--- src/core/flash_sec_pkg.sv ---
/*
  constants for the flash security and flash clock divider block: register offsets,
  field positions, reset values, key and memory map figures and timing figures.
  assumes a 16-bit cpu address space and a 32-bit apb register bus.
*/
package flash_sec_pkg;

  // apb register byte offsets
  localparam logic [7:0] OFS_CLOCK_DIVIDER = 8'h00;
  localparam logic [7:0] OFS_OPTION        = 8'h04;
  localparam logic [7:0] OFS_CONFIG        = 8'h08;
  localparam logic [7:0] OFS_PROTECT       = 8'h0c;
  localparam logic [7:0] OFS_STATUS        = 8'h10;

  // field positions
  localparam int DIVISOR_LOADED_FLAG_BIT     = 7;
  localparam int PRESCALE_BIT  = 6;
  localparam int DIV_MSB       = 5;
  localparam int BACKDOOR_KEY_ENABLE_BIT     = 7;
  localparam int NORED_BIT     = 6;
  localparam int KEY_ACCESS_SELECT_BIT    = 5;
  localparam int CONFIG_LSB    = 5;

  // reset values and masks
  localparam logic [7:0] CLOCK_DIVIDER_RESET = 8'h00;
  localparam logic [2:0] CONFIG_RESET        = 3'h0;
  localparam logic [7:0] OPTION_MASK         = 8'hc3;
  localparam logic [7:0] PROTECT_MASK        = 8'hf9;
  localparam logic [1:0] SEC_UNSECURED       = 2'h2;

  // memory map figures
  localparam logic [15:0] KEY_BASE   = 16'hffb0;
  localparam int          KEY_BYTES  = 8;
  localparam logic [15:0] RAM_FIRST  = 16'h0080;
  localparam logic [15:0] RAM_LAST   = 16'h027f;
  localparam logic [15:0] FLASH_FIRST = 16'he000;

  // timing figures
  localparam int PRESCALE_DIV   = 8;
  localparam int CLK_PERIOD_PS  = 8000;
  localparam int PULSE_MIN_NS   = 5000;
  localparam int PULSE_MAX_NS   = 6700;
  localparam int PULSE_MIN_CYC  = (PULSE_MIN_NS * 1000 + CLK_PERIOD_PS - 1) / CLK_PERIOD_PS;
  localparam int PULSE_MAX_CYC  = (PULSE_MAX_NS * 1000) / CLK_PERIOD_PS;

endpackage

--- src/core/flash_clock_gen.sv ---
/*
  flash clock divider: one-cycle timing pulse every (prescale) x (divisor + 1) bus clocks.
  assumes the divisor settings stay fixed once loaded, as the write-once register ensures.
*/
`timescale 1ns/1ps
module flash_clock_gen (
  // clock and reset
  input  wire logic       clock_i,
  input  wire logic       rst_i,
  // settings
  input  wire logic       run_i,
  input  wire logic       prescale_i,
  input  wire logic [5:0] divisor_i,
  // timing pulse
  output logic            tick_o
);

  logic [2:0] pre_cnt_r;
  logic [5:0] div_cnt_r;
  logic       pre_tick;

  // bus clock or bus clock divided by eight feeds the divider
  assign pre_tick = !prescale_i ||
                    (pre_cnt_r == 3'(flash_sec_pkg::PRESCALE_DIV - 1));

  // prescaler, stopped until the divisor is loaded
  always_ff @(posedge clock_i or posedge rst_i) begin
    if (rst_i) begin
      pre_cnt_r <= 3'h0;
    end else if (!run_i || !prescale_i) begin
      pre_cnt_r <= 3'h0;
    end else begin
      pre_cnt_r <= pre_cnt_r + 3'h1;
    end
  end

  // main divider counts divisor+1 prescaled clocks
  always_ff @(posedge clock_i or posedge rst_i) begin
    if (rst_i) begin
      div_cnt_r <= 6'h00;
      tick_o    <= 1'b0;
    end else begin
      tick_o <= 1'b0;
      if (!run_i) begin
        div_cnt_r <= 6'h00;
      end else if (pre_tick) begin
        if (div_cnt_r == divisor_i) begin
          div_cnt_r <= 6'h00;
          tick_o    <= 1'b1;
        end else begin
          div_cnt_r <= div_cnt_r + 6'h01;
        end
      end
    end
  end

endmodule

--- src/core/flash_security.sv ---
/*
  flash security gate, backdoor key check, option/protect/config registers and the
  write-once flash clock divider, reached over apb.
  assumes one cpu memory port (with fetch source and debug tags), nonvolatile values
  stable as inputs, and software that honours the key write order and spacing.
*/
`timescale 1ns/1ps
module flash_security (
  // clock and reset
  input  wire logic        clock_i,
  input  wire logic        rst_i,
  // apb slave
  input  wire logic        psel_i,
  input  wire logic        penable_i,
  input  wire logic        pwrite_i,
  input  wire logic [7:0]  paddr_i,
  input  wire logic [31:0] pwdata_i,
  input  wire logic        bus_debug_i,
  output logic [31:0]      prdata_o,
  output logic             pready_o,
  output logic             pslverr_o,
  // nonvolatile contents and straps
  input  wire logic [7:0]  nonvolatile_option_byte_i,
  input  wire logic [7:0]  nonvolatile_protect_byte_i,
  input  wire logic [63:0] backdoor_key_location_i,
  input  wire logic        background_mode_select_pin_i,
  // cpu memory port
  input  wire logic        mem_req_i,
  input  wire logic        mem_write_i,
  input  wire logic [15:0] mem_addr_i,
  input  wire logic [7:0]  mem_wdata_i,
  input  wire logic        fetch_secure_i,
  input  wire logic        mem_debug_i,
  input  wire logic [7:0]  mem_rdata_i,
  output logic [7:0]       mem_rdata_o,
  output logic             mem_write_en_o,
  output logic             flash_cmd_write_o,
  // blank check result
  input  wire logic        blank_check_done_i,
  input  wire logic        blank_check_erased_i,
  // debug and program/erase control
  input  wire logic        debug_enable_req_i,
  output logic             debug_module_en_o,
  output logic             active_background_o,
  output logic             secure_o,
  output logic             program_erase_en_o,
  output logic [7:0]       block_protect_o,
  // program/erase timing
  input  wire logic        op_start_i,
  input  wire logic [15:0] op_pulses_i,
  output logic             flash_tick_o,
  output logic             op_busy_o,
  output logic             op_done_o
);

  // address helpers used by the gate and the key path
  function automatic logic in_secure_mem(input logic [15:0] a);
    in_secure_mem = (a >= flash_sec_pkg::FLASH_FIRST) ||
                    ((a >= flash_sec_pkg::RAM_FIRST) && (a <= flash_sec_pkg::RAM_LAST));
  endfunction

  function automatic logic in_key_range(input logic [15:0] a);
    in_key_range = (a >= flash_sec_pkg::KEY_BASE) &&
                   (a < flash_sec_pkg::KEY_BASE + 16'(flash_sec_pkg::KEY_BYTES));
  endfunction

  typedef enum logic [1:0] {KEY_IDLE, KEY_COLLECT, KEY_FULL} key_state_t;

  logic       load_pending_r;
  logic [7:0] option_r;
  logic [7:0] protect_r;
  logic [2:0] config_r;
  logic [7:0] divider_r;
  logic       unlocked_r;
  logic       active_bg_r;
  key_state_t key_state_r;
  logic [3:0] key_count_r;
  logic       key_match_r;
  logic [15:0] op_left_r;
  logic       secure;
  logic       key_access_select;
  logic       apb_wr;
  logic       apb_setup;
  logic       mem_allowed;
  logic       key_write;
  logic       key_access_select_clear;
  logic       key_good;
  logic [7:0] key_byte;
  logic [7:0] rd_byte;
  logic       rd_hit;

  // state code 1:0 is the only unsecured code; a successful unlock forces it
  assign secure  = !unlocked_r &&
                   (option_r[1:0] != flash_sec_pkg::SEC_UNSECURED);
  assign key_access_select  = config_r[flash_sec_pkg::KEY_ACCESS_SELECT_BIT - flash_sec_pkg::CONFIG_LSB];
  assign apb_wr  = psel_i && penable_i && pwrite_i;
  assign apb_setup = psel_i && !penable_i;

  // memory gate: while secured, secure code keeps full access, everything else stops at secure memory
  assign mem_allowed = !secure || !in_secure_mem(mem_addr_i) ||
                       (fetch_secure_i && !mem_debug_i);
  assign mem_rdata_o = (mem_req_i && !mem_write_i && mem_allowed) ? mem_rdata_i
                                                                  : 8'h00;

  // key writes come only from secure code with key-access set and key-enable set
  assign key_write = mem_req_i && mem_write_i && in_key_range(mem_addr_i) && key_access_select &&
                     option_r[flash_sec_pkg::BACKDOOR_KEY_ENABLE_BIT] &&
                     fetch_secure_i && !mem_debug_i;
  // a key-range write with key-access set never reaches the array or command logic
  assign mem_write_en_o = mem_req_i && mem_write_i && mem_allowed &&
                          !(in_key_range(mem_addr_i) && key_access_select);
  assign flash_cmd_write_o = mem_write_en_o && in_key_range(mem_addr_i) &&
                             program_erase_en_o;

  // stored key byte expected at the current key index
  assign key_byte = backdoor_key_location_i[8*key_count_r[2:0] +: 8];
  assign key_access_select_clear = apb_wr && (paddr_i == flash_sec_pkg::OFS_CONFIG) && key_access_select &&
                        !pwdata_i[flash_sec_pkg::KEY_ACCESS_SELECT_BIT];
  assign key_good = (key_state_r == KEY_FULL) && key_match_r &&
                    option_r[flash_sec_pkg::BACKDOOR_KEY_ENABLE_BIT];

  // option and protect bytes reload on the first edge after every reset release;
  // catching them under the asynchronous reset itself would sample a port
  always_ff @(posedge clock_i or posedge rst_i) begin
    if (rst_i) begin
      load_pending_r <= 1'b1;
      option_r       <= 8'h00;
      active_bg_r    <= 1'b0;
    end else if (load_pending_r) begin
      load_pending_r <= 1'b0;
      option_r       <= nonvolatile_option_byte_i & flash_sec_pkg::OPTION_MASK;
      active_bg_r    <= !background_mode_select_pin_i;
    end
  end

  // block protect: loaded at reset, then changed only by debug writes
  always_ff @(posedge clock_i or posedge rst_i) begin
    if (rst_i) begin
      protect_r <= 8'h00;
    end else if (load_pending_r) begin
      protect_r <= nonvolatile_protect_byte_i & flash_sec_pkg::PROTECT_MASK;
    end else if (apb_wr && bus_debug_i && (paddr_i == flash_sec_pkg::OFS_PROTECT)) begin
      protect_r <= pwdata_i[7:0] & flash_sec_pkg::PROTECT_MASK;
    end
  end

  // config bits 7:5 are plain read/write
  always_ff @(posedge clock_i or posedge rst_i) begin
    if (rst_i) begin
      config_r <= flash_sec_pkg::CONFIG_RESET;
    end else if (apb_wr && (paddr_i == flash_sec_pkg::OFS_CONFIG)) begin
      config_r <= pwdata_i[7:flash_sec_pkg::CONFIG_LSB];
    end
  end

  // write-once divider; the loaded flag is set by the first write whatever the data
  always_ff @(posedge clock_i or posedge rst_i) begin
    if (rst_i) begin
      divider_r <= flash_sec_pkg::CLOCK_DIVIDER_RESET;
    end else if (apb_wr && (paddr_i == flash_sec_pkg::OFS_CLOCK_DIVIDER) &&
                 !divider_r[flash_sec_pkg::DIVISOR_LOADED_FLAG_BIT]) begin
      divider_r <= {1'b1, pwdata_i[6:0]};
    end
  end

  // unlock lasts until reset; a failed key compare leaves it alone
  always_ff @(posedge clock_i or posedge rst_i) begin
    if (rst_i) begin
      unlocked_r <= 1'b0;
    end else if (key_access_select_clear && key_good) begin
      unlocked_r <= 1'b1;
    end else if (blank_check_done_i && blank_check_erased_i) begin
      unlocked_r <= 1'b1;
    end
  end

  // key collection: bytes must arrive in ascending order, any slip spoils the match
  always_ff @(posedge clock_i or posedge rst_i) begin
    if (rst_i) begin
      key_state_r <= KEY_IDLE;
      key_count_r <= 4'h0;
      key_match_r <= 1'b0;
    end else begin
      case (key_state_r)
        KEY_IDLE: begin
          key_count_r <= 4'h0;
          key_match_r <= 1'b1;
          if (key_access_select) begin
            key_state_r <= KEY_COLLECT;
          end
        end
        KEY_COLLECT: begin
          if (!key_access_select) begin
            key_state_r <= KEY_IDLE;
          end else if (key_write) begin
            // order check depends on software keeping the ascending sequence
            if ((mem_addr_i[2:0] != key_count_r[2:0]) || (mem_wdata_i != key_byte)) begin
              key_match_r <= 1'b0;
            end
            key_count_r <= key_count_r + 4'h1;
            if (key_count_r == 4'(flash_sec_pkg::KEY_BYTES - 1)) begin
              key_state_r <= KEY_FULL;
            end
          end
        end
        KEY_FULL: begin
          if (!key_access_select) begin
            key_state_r <= KEY_IDLE;
          end else if (key_write) begin
            key_match_r <= 1'b0; // extra bytes spoil the key
          end
        end
        default: begin
          key_state_r <= KEY_IDLE;
        end
      endcase
    end
  end

  // flash timing pulse generator, idle until the divisor is loaded
  flash_clock_gen u_clock_gen (
    .clock_i    (clock_i),
    .rst_i      (rst_i),
    .run_i      (divider_r[flash_sec_pkg::DIVISOR_LOADED_FLAG_BIT]),
    .prescale_i (divider_r[flash_sec_pkg::PRESCALE_BIT]),
    .divisor_i  (divider_r[flash_sec_pkg::DIV_MSB:0]),
    .tick_o     (flash_tick_o)
  );

  // operation timer counts whole timing pulses; a start while busy is ignored
  always_ff @(posedge clock_i or posedge rst_i) begin
    if (rst_i) begin
      op_left_r <= 16'h0000;
      op_done_o <= 1'b0;
    end else begin
      op_done_o <= 1'b0;
      if (op_left_r == 16'h0000) begin
        if (op_start_i && program_erase_en_o && (op_pulses_i != 16'h0000)) begin
          op_left_r <= op_pulses_i;
        end
      end else if (flash_tick_o) begin
        op_left_r <= op_left_r - 16'h0001;
        op_done_o <= (op_left_r == 16'h0001);
      end
    end
  end

  // read mux, decoded in the setup phase so read data comes from a flop
  always_comb begin
    rd_hit  = 1'b1;
    rd_byte = 8'h00;
    case (paddr_i)
      flash_sec_pkg::OFS_CLOCK_DIVIDER: rd_byte = divider_r;
      flash_sec_pkg::OFS_OPTION:        rd_byte = secure ? option_r
                                          : {option_r[7:2], flash_sec_pkg::SEC_UNSECURED};
      flash_sec_pkg::OFS_CONFIG:        rd_byte = {config_r, 5'h00};
      flash_sec_pkg::OFS_PROTECT:       rd_byte = protect_r;
      flash_sec_pkg::OFS_STATUS:        rd_byte = {4'h0, op_busy_o, key_good,
                                                   active_bg_r, secure};
      default:                          rd_hit  = 1'b0;
    endcase
  end

  always_ff @(posedge clock_i or posedge rst_i) begin
    if (rst_i) begin
      prdata_o  <= 32'h0000_0000;
      pslverr_o <= 1'b0;
    end else if (apb_setup) begin
      prdata_o  <= pwrite_i ? 32'h0000_0000 : {24'h00_0000, rd_byte};
      pslverr_o <= !rd_hit;
    end
  end

  // zero-wait slave: every access phase completes at once
  assign pready_o = psel_i && penable_i;

  // outward status
  assign secure_o            = secure;
  assign debug_module_en_o   = debug_enable_req_i && !secure;
  assign active_background_o = active_bg_r;
  assign program_erase_en_o  = divider_r[flash_sec_pkg::DIVISOR_LOADED_FLAG_BIT];
  assign block_protect_o     = protect_r;
  assign op_busy_o           = (op_left_r != 16'h0000);
endmodule

--- config.mk ---
export PLATFORM = sky130hd
export DESIGN_NAME = flash_security
export DESIGN_NICKNAME = d
export VERILOG_FILES = /design/src/core/flash_sec_pkg.sv /design/src/core/flash_clock_gen.sv /design/src/core/flash_security.sv
export SDC_FILE = /design/constraint.sdc
export NUM_CORES = 1
export LEC_CHECK = 0
export BUFFER_PORTS_ARGS = -buffer_cell sky130_fd_sc_hd__buf_2
export CORE_MARGIN = 3
export CORE_UTILIZATION = 50
export DETAILED_ROUTE_END_ITERATION = 8
export GPL_TIMING_DRIVEN = 1
export MAX_ROUTING_LAYER = met4
export PLACE_DENSITY = 0.84
export SKIP_CTS_REPAIR_TIMING = 1
export SLEW_MARGIN = 10
export SYNTH_ARGS = -nofsm -noshare
export SYNTH_HDL_FRONTEND = slang
export SYNTH_HIERARCHICAL = 1
export SYNTH_SLANG_ARGS = --single-unit
--- constraint.sdc ---
create_clock -name clock_i -period 5 [get_ports clock_i]
set_input_delay 0.25 -clock clock_i [delete_from_list [all_inputs] [get_ports clock_i]]
set_output_delay 0.25 -clock clock_i [all_outputs]
set_load 0.005 [all_outputs]
==> results of run 1 <==
-- sequential cells by signal, indices dropped and copies added, names as in the netlist, 4 cells and up --
register               count
u_clock_gen/div_cnt_r      6
divider_r                  8
option_r                   4
block_protect_o            6
prdata_o                   8
key_count_r                4
op_left_r                 16
-- where the power goes --
group	switching (W)	total (W)	internal (W)	leakage, nW
Sequential	0.0000297	0.000598	0.000569	0.858
Clock	0.000230	0.000468	0.000238	0.103
Combinational	0.000121	0.000237	0.000117	1.79
Total	0.000381	0.00130	0.000923	2.75
-- cell usage in the layout, fill, tap and decap left out, types with 8 or more instances in the layout --
| cell | n |
|---|---|
| a21oi_1 | 17 |
| and2_1 | 13 |
| buf_2 | 185 |
| clkbuf_8 | 9 |
| conb_1 | 27 |
| dfrtp_1 | 66 |
| ha_1 | 10 |
| inv_1 | 15 |
| mux2_2 | 19 |
| mux2i_1 | 24 |
| nand2_1 | 45 |
| nand3_1 | 12 |
| nor2_1 | 39 |
| nor4_1 | 8 |
| o21ai_0 | 34 |
| xnor2_1 | 9 |
| xor2_1 | 9 |
-- final cells by class --
| type | count | area share [%] |
|---|---|---|
| inverters | 16 | 1.05 |
| repair buffers | 188 | 16.6 |
| well taps | 108 | 2.35 |
| clock inverters | 7 | 1.39 |
| multi-input cells | 378 | 47.3 |
| flip-flops and latches | 67 | 29.2 |
| clock buffers | 9 | 2.16 |
-- cell families (layout without fill, tap and decap cells) --
family | after synthesis | in the layout
adder cells (fa/ha/maj) | 10 | 10
AO/OA/AOI/OAI | 102 | 102
XOR/XNOR | 22 | 22
AND/OR/NAND/NOR | 164 | 164
flip-flops | 67 | 67
multiplexers | 53 | 53
buffers and inverters | 60 | 220
other | 1 | 27
-- per-stage QoR --
step	setup slack, ps	area, um^2	power [W]	std cells
finish	2240	5740	0.00130	773
global route	1970	5740	0.00137	773
CTS	2290	5730	0.00131	772
detailed placement	2310	5520	0.000844	756
global placement	2350	5520	0.000832	756
floorplan	3050	4740	0.000751	505
-- final timing paths --
check,from,slack [ps],to
worst max-delay path,op_left_r[6],2240,op_left_r[10]
worst min-delay path,background_mode_select_pin_i,70,active_background_o
worst max register to register,op_left_r[6],2240,op_left_r[10]
worst min register to register,u_clock_gen/pre_cnt_r[0],440,u_clock_gen/pre_cnt_r[0]
max in group asynchronous,rst_i,3840,key_count_r[0]
min in group asynchronous,rst_i,440,u_clock_gen/div_cnt_r[0]
-- layer usage --
layer  GRT usage (%)  vias to the layer above  wire, um
li1                -                     2060         -
met1            29.2                     2017      5000
met2            41.6                      193      6370
met3            4.57                       20       797
met4            6.26                        0       178
met5               -                        -         0
==> out/summary.txt, run 1 <==
status -> finished clean
Post-synth EDFFs -> 0
flops & latches, synth -> 67
Post-DRT Antenna Nets -> 0
Ys Warns -> 6
min Tclk post-route -> 2760 ps
largest net degree at the start of global routing -> 58
Std-Cell Rows -> 34
first-pass GRT wire length -> 19.4 mm
Setup Viol. Count Final -> 0
fin util -> 64.9%
Startpoint Class -> flop
Layout Skew -> 13.3 ps
Max Freq -> 362 MHz
Layout Nets -> 853
worst-margin pin slew -> 869 ps
main flop type after synthesis -> dfrtp_1
die width -> 102 um
Multi-input gate area -> 0.00271 mm^2
Clock Path Buffers -> 2
Routed wire per std cell -> 16.0 um
WP data required -> 5180 ps
RSZ-0062 raised after global routing -> no
Crit. End Element -> flop
H-tree depth -> 3
synthesized instance count -> 479
ant diodes -> 0
setup_tns -> 0 ps
post-DP HPWL -> 9.77 mm
Fill cells -> 725
cell chosen for the clock root -> clkbuf_8
I/O pin total -> 242
core area -> 0.00885 mm^2
layout overhead on the synthesized area -> 23.8%
multiplexer area fraction after synthesis -> 15.1%
drt pass-1 iters -> 5
HP Class -> in2reg
synth top area cells -> dfrtp_1 36%, mux2i_1 5.2%, buf_4 4.9%, mux2_2 4.6%, o21ai_0 3.7%
# Max-Cap Violations -> 0
via density per instance -> 5.55
Final Hold Viols -> 0
Critical Setup Path Class -> reg2reg
Max Transition Viols Final -> 0
syn avg cell area -> 9.68 um^2
commonest cells in the netlist -> 66 x dfrtp_1, 45 x nand2_1, 39 x nor2_1
Min Hold Slack -> 71.9 ps
xor-xnor portion of the synthesized cell area -> 4.80%
total CTS buffers -> 9
Compound-Gate Fraction of Synth Area -> 14.6%
CTS tree -> yes
Worst path max stage delay -> 530 ps
via count -> 4290
Adder-Cell Fraction of Synth Area -> 2.70%
CP arrival -> 2940 ps
main combinational cell family by area after synthesis -> simple AND/OR/NAND/NOR gates
slowest CP cell -> nor4_2
port bufs -> 185
# clock sinks -> 67
top-count cell post-synth -> dfrtp_1
GPL Wtd Cong -> 0.876
Slew HR -> 41.8%
latest clock arrival within the worst-skew pair -> 350 ps
grt ovf -> 0
Async SR Flop Fraction -> 100%
initial antenna violation count -> 0
Tcrit/Tclk final -> 55.2%
crit-path max FO -> 12
Cell variety after synth -> 67
Seq/Total Area, Yosys -> 36.2%
worst hold stages -> 2
gr usage total -> 24.2%
share of cells above drive strength 1 -> 37.4%
Pleak -> 2.75 nW
crit path cell chain -> nor4_2 -> and2_1 -> nand3_1 -> nand2_2 -> o21ai_1 -> a31oi_1 -> a21oi_1
P per Cell Area -> 227 mW/mm^2
critical path's top delay family -> simple AND/OR/NAND/NOR gates
vias in the first global route -> 4231
Bufs and invs on worst path -> 0
Peak VDD IR -> 0.181 mV
Netlist Area Pre-Place -> 0.00464 mm^2
height of the chip -> 102 um
DR DRC count -> 0
cell taking the most area after synthesis -> dfrtp_1
Crit path depth -> 7
initial core utilization -> 52.4%
Iter 0 DRT Violations -> 190
clock slew at reported path FFs -> 90 ps
top cell type's share of synthesized area -> 35.6%
simple-gate share of the synthesized area -> 18.9%
routed wire length -> 12.4 mm
die area -> 0.0105 mm^2
r2r worst-path depth -> 7
register area -> 0.00168 mm^2
Power figures use the tool's default switching activity.
==> inputs of run 2 (changes only) <==
--- a/config.mk
+++ b/config.mk
@@ -5,13 +5,14 @@
 export SDC_FILE = /design/constraint.sdc
 export NUM_CORES = 1
 export LEC_CHECK = 0
+export ABC_AREA = 1
 export BUFFER_PORTS_ARGS = -buffer_cell sky130_fd_sc_hd__buf_2
 export CORE_MARGIN = 3
-export CORE_UTILIZATION = 50
+export CORE_UTILIZATION = 43
 export DETAILED_ROUTE_END_ITERATION = 8
 export GPL_TIMING_DRIVEN = 1
 export MAX_ROUTING_LAYER = met4
-export PLACE_DENSITY = 0.84
+export PLACE_DENSITY = 0.75
 export SKIP_CTS_REPAIR_TIMING = 1
 export SLEW_MARGIN = 10
 export SYNTH_ARGS = -nofsm -noshare
==> constraint.sdc (replaced) <==
create_clock -name clock_i -period 2.5 [get_ports clock_i]
set_input_delay 0.125 -clock clock_i [delete_from_list [all_inputs] [get_ports clock_i]]
set_output_delay 0.125 -clock clock_i [all_outputs]
set_load 0.005 [all_outputs]
==> out/summary.txt, run 2 <==
first-pass GRT wire length -> 22.9 mm (+18%)
crit-path max FO -> 25 (+13)
Layout Nets -> 1169 (+37%)
most frequent cells in the layout -> 209 x nand2_1, 185 x buf_2, 134 x inv_1
commonest cells in the netlist -> 209 x nand2_1, 135 x inv_1, 77 x nor2_1
syn avg cell area -> 6.55 um^2 (-32%)
crit path cell chain -> inv_1 -> ha_1 -> nand3_2 -> nor3_4 -> nand3_2 -> buf_4 -> nand2_2 -> nand2_4 -> o21ai_0 -> o22ai_1
latest clock arrival within the worst-skew pair -> 330 ps (-20 ps)
largest net degree at the start of global routing -> 39 (-33%)
flops & latches, synth -> 67 (unchanged)
Worst R2R Setup Slack -> 330 ps (-1910 ps)
Worst path max stage delay -> 380 ps (-150 ps)
biggest regs -> op_left_r: 16 flops, divider_r: 8 flops, prdata_o: 8 flops
post-DP HPWL -> 11.1 mm (+13%)
CP most frequent cell -> nand3_2
Tcrit/Tclk final -> 86.7% (+32 points)
Clock Path Buffers -> 2 (unchanged)
Peak VDD IR -> 0.259 mV (+43%)
Post-DRT Antenna Nets -> 0 (unchanged)
main flop type after synthesis -> dfrtp_1
via count -> 5394 (+26%)
top-count cell post-synth -> nand2_1
synthesized instance count -> 788 (+65%)
P per Cell Area -> 451 mW/mm^2 (+98%)
hold path start -> nonvolatile_option_byte_i[6]
clock slew at reported path FFs -> 60 ps (-30 ps)
worst-margin pin slew -> 646 ps (-222 ps)
layout overhead on the synthesized area -> 25.2%
Pleak -> 3.70 nW (+35%)
cell taking the most area after synthesis -> dfrtp_1
Iter 0 DRT Violations -> 313 (+65%)
height of the chip -> 116 um (+13%)
GPL Wtd Cong -> 0.908 (+3.7%)
routed wire length -> 13.9 mm (+12%)
total CTS buffers -> 9 (unchanged)
RSZ-0062 raised after global routing -> no
Cell variety after synth -> 48 (-28%)
Post-synth EDFFs -> 0 (unchanged)
Worst setup startpoint -> op_left_r[0]
CTS tree -> yes
gr usage total -> 21.7% (-2.5 points)
I/O pin total -> 242 (unchanged)
Async SR Flop Fraction -> 100% (unchanged)
violated checks -> negative hold slack
DR DRC count -> 0 (unchanged)
Max Freq -> 461 MHz (+27%)
Crit. End Element -> flop
vias in the first global route -> 4939 (+17%)
CP arrival -> 2380 ps (-560 ps)
port bufs -> 185 (unchanged)
Startpoint Class -> flop
Crit path depth -> 10 (+3)
synth top area cells -> dfrtp_1 32%, nand2_1 15%, inv_1 9.8%, nand3_1 7.3%, nor2_1 5.6%
setup_tns -> 0 ps (unchanged)
initial antenna violation count -> 0 (unchanged)
Seq/Total Area, Yosys -> 32.5% (-3.7 points)
Critical Setup Path Class -> reg2reg
slowest CP cell -> dfrtp_1
Routed wire per std cell -> 12.3 um (-23%)
critical path's top delay family -> simple AND/OR/NAND/NOR gates
Std-Cell Rows -> 39 (+15%)
HP Class -> in2reg
initial core utilization -> 44.6% (-7.8 points)
worst hold stages -> 3 (+1)
max reg flops -> 16 (unchanged)
drt pass-1 iters -> 5 (unchanged)
FF-to-FF Start -> op_left_r[0]
die width -> 116 um (+13%)
Min Hold Slack -> -4.80 ps (-76.7 ps)
Netlist Area Pre-Place -> 0.00516 mm^2 (+11%)
die area -> 0.0134 mm^2 (+28%)
top cell type's share of synthesized area -> 32.0% (-3.6 points)
cell chosen for the clock root -> clkbuf_16
r2r worst-path depth -> 10 (+3)
# Max-Cap Violations -> 0 (unchanged)
Max Transition Viols Final -> 0 (unchanged)
share of cells above drive strength 1 -> 24.9% (-13 points)
Setup Viol. Count Final -> 0 (unchanged)
WP data required -> 2710 ps (-2470 ps)
via density per instance -> 4.80 (-14%)
core area -> 0.0116 mm^2 (+31%)
Slew HR -> 56.9% (+15 points)
H-tree depth -> 3 (unchanged)
most common cell after layout, fill and taps aside -> nand2_1
largest reg by FF count -> op_left_r
min Tclk post-route -> 2170 ps (-591 ps)
Layout Skew -> 7.26 ps (-6.03 ps)
# clock sinks -> 67 (unchanged)
Final Hold Viols -> 2 (+2)
Ys Warns -> 6 (unchanged)
ant diodes -> 0 (unchanged)
status -> complete, but fails checks
grt ovf -> 0 (unchanged)
Fill cells -> 1179 (+63%)
Bufs and invs on worst path -> 2 (+2)
## run 2: changes by cell type after synthesis, sizes merged, moves of 11 or more
cell / before / now
nand2: 46 / 212
mux2: 19 / 4
inv: 16 / 144
mux2i: 24 / 0
o21ai: 40 / 51
and2: 13 / 0
nor2: 40 / 82
nand3: 13 / 81
xnor2: 13 / 1
## run 2: through the flow
step	utilization [%]	area (um^2)	setup slack, ps	power, W	instances
after floorplan	-	5260	667	0.00146	814
after global placement	53.1	6140	419	0.00164	1106
after detailed placement	53.1	6140	362	0.00165	1106
after CTS	55.7	6440	333	0.00294	1122
after global routing	55.9	6460	101	0.00308	1124
final	55.9	6460	332	0.00291	1124
## run 2: layer usage
metal	track usage, %	routed length, um
met1	28.1	6220
met4	3.83	131
met2	36.0	6670
met3	4.02	847
met5	-	0
## run 2: worst reg2reg max path, delay by kind of cell, from the launching register on
kind,cells,cell delay [ps]
AND/OR/NAND/NOR,5,850
buffers and inverters,2,360
AO/OA/AOI/OAI,2,240
adder cells (fa/ha/maj),1,220
flip-flops,1,380
## run 2: power by group
part / internal, W / switching, W
clock: 0.000798 / 0.000477
sequential: 0.00112 / 0.0000334
combinational: 0.000211 / 0.000267
## run 2: area by class of cell
cell class	count	area, um^2	area share [%]
flip-flops and latches	67	1680	26.0
clock inverters	6	63.8	0.988
repair buffers	195	1010	15.6
inverters	146	549	8.50
well taps	143	179	2.77
clock buffers	10	239	3.70
multi-input cells	557	2750	42.5
## run 2: worst paths after layout
path / to
max: op_left_r[11]
max reg2reg: op_left_r[11]
min in group asynchronous: u_clock_gen/div_cnt_r[1]
max in group asynchronous: op_left_r[5]
min reg2reg: u_clock_gen/pre_cnt_r[0]
min: option_r[6]
## run 2: cell families after synthesis
kind of cell,Yosys count,share of synthesized area (%)
other,1,0.0727
AOI/OAI and AO/OA,94,10.7
and+or+nand+nor,410,35.2
adders and majority gates,10,2.42
muxes,4,0.873
buffers and inverters,190,16.2
xor gates and xnor gates,12,2.04
DFF,67,32.5
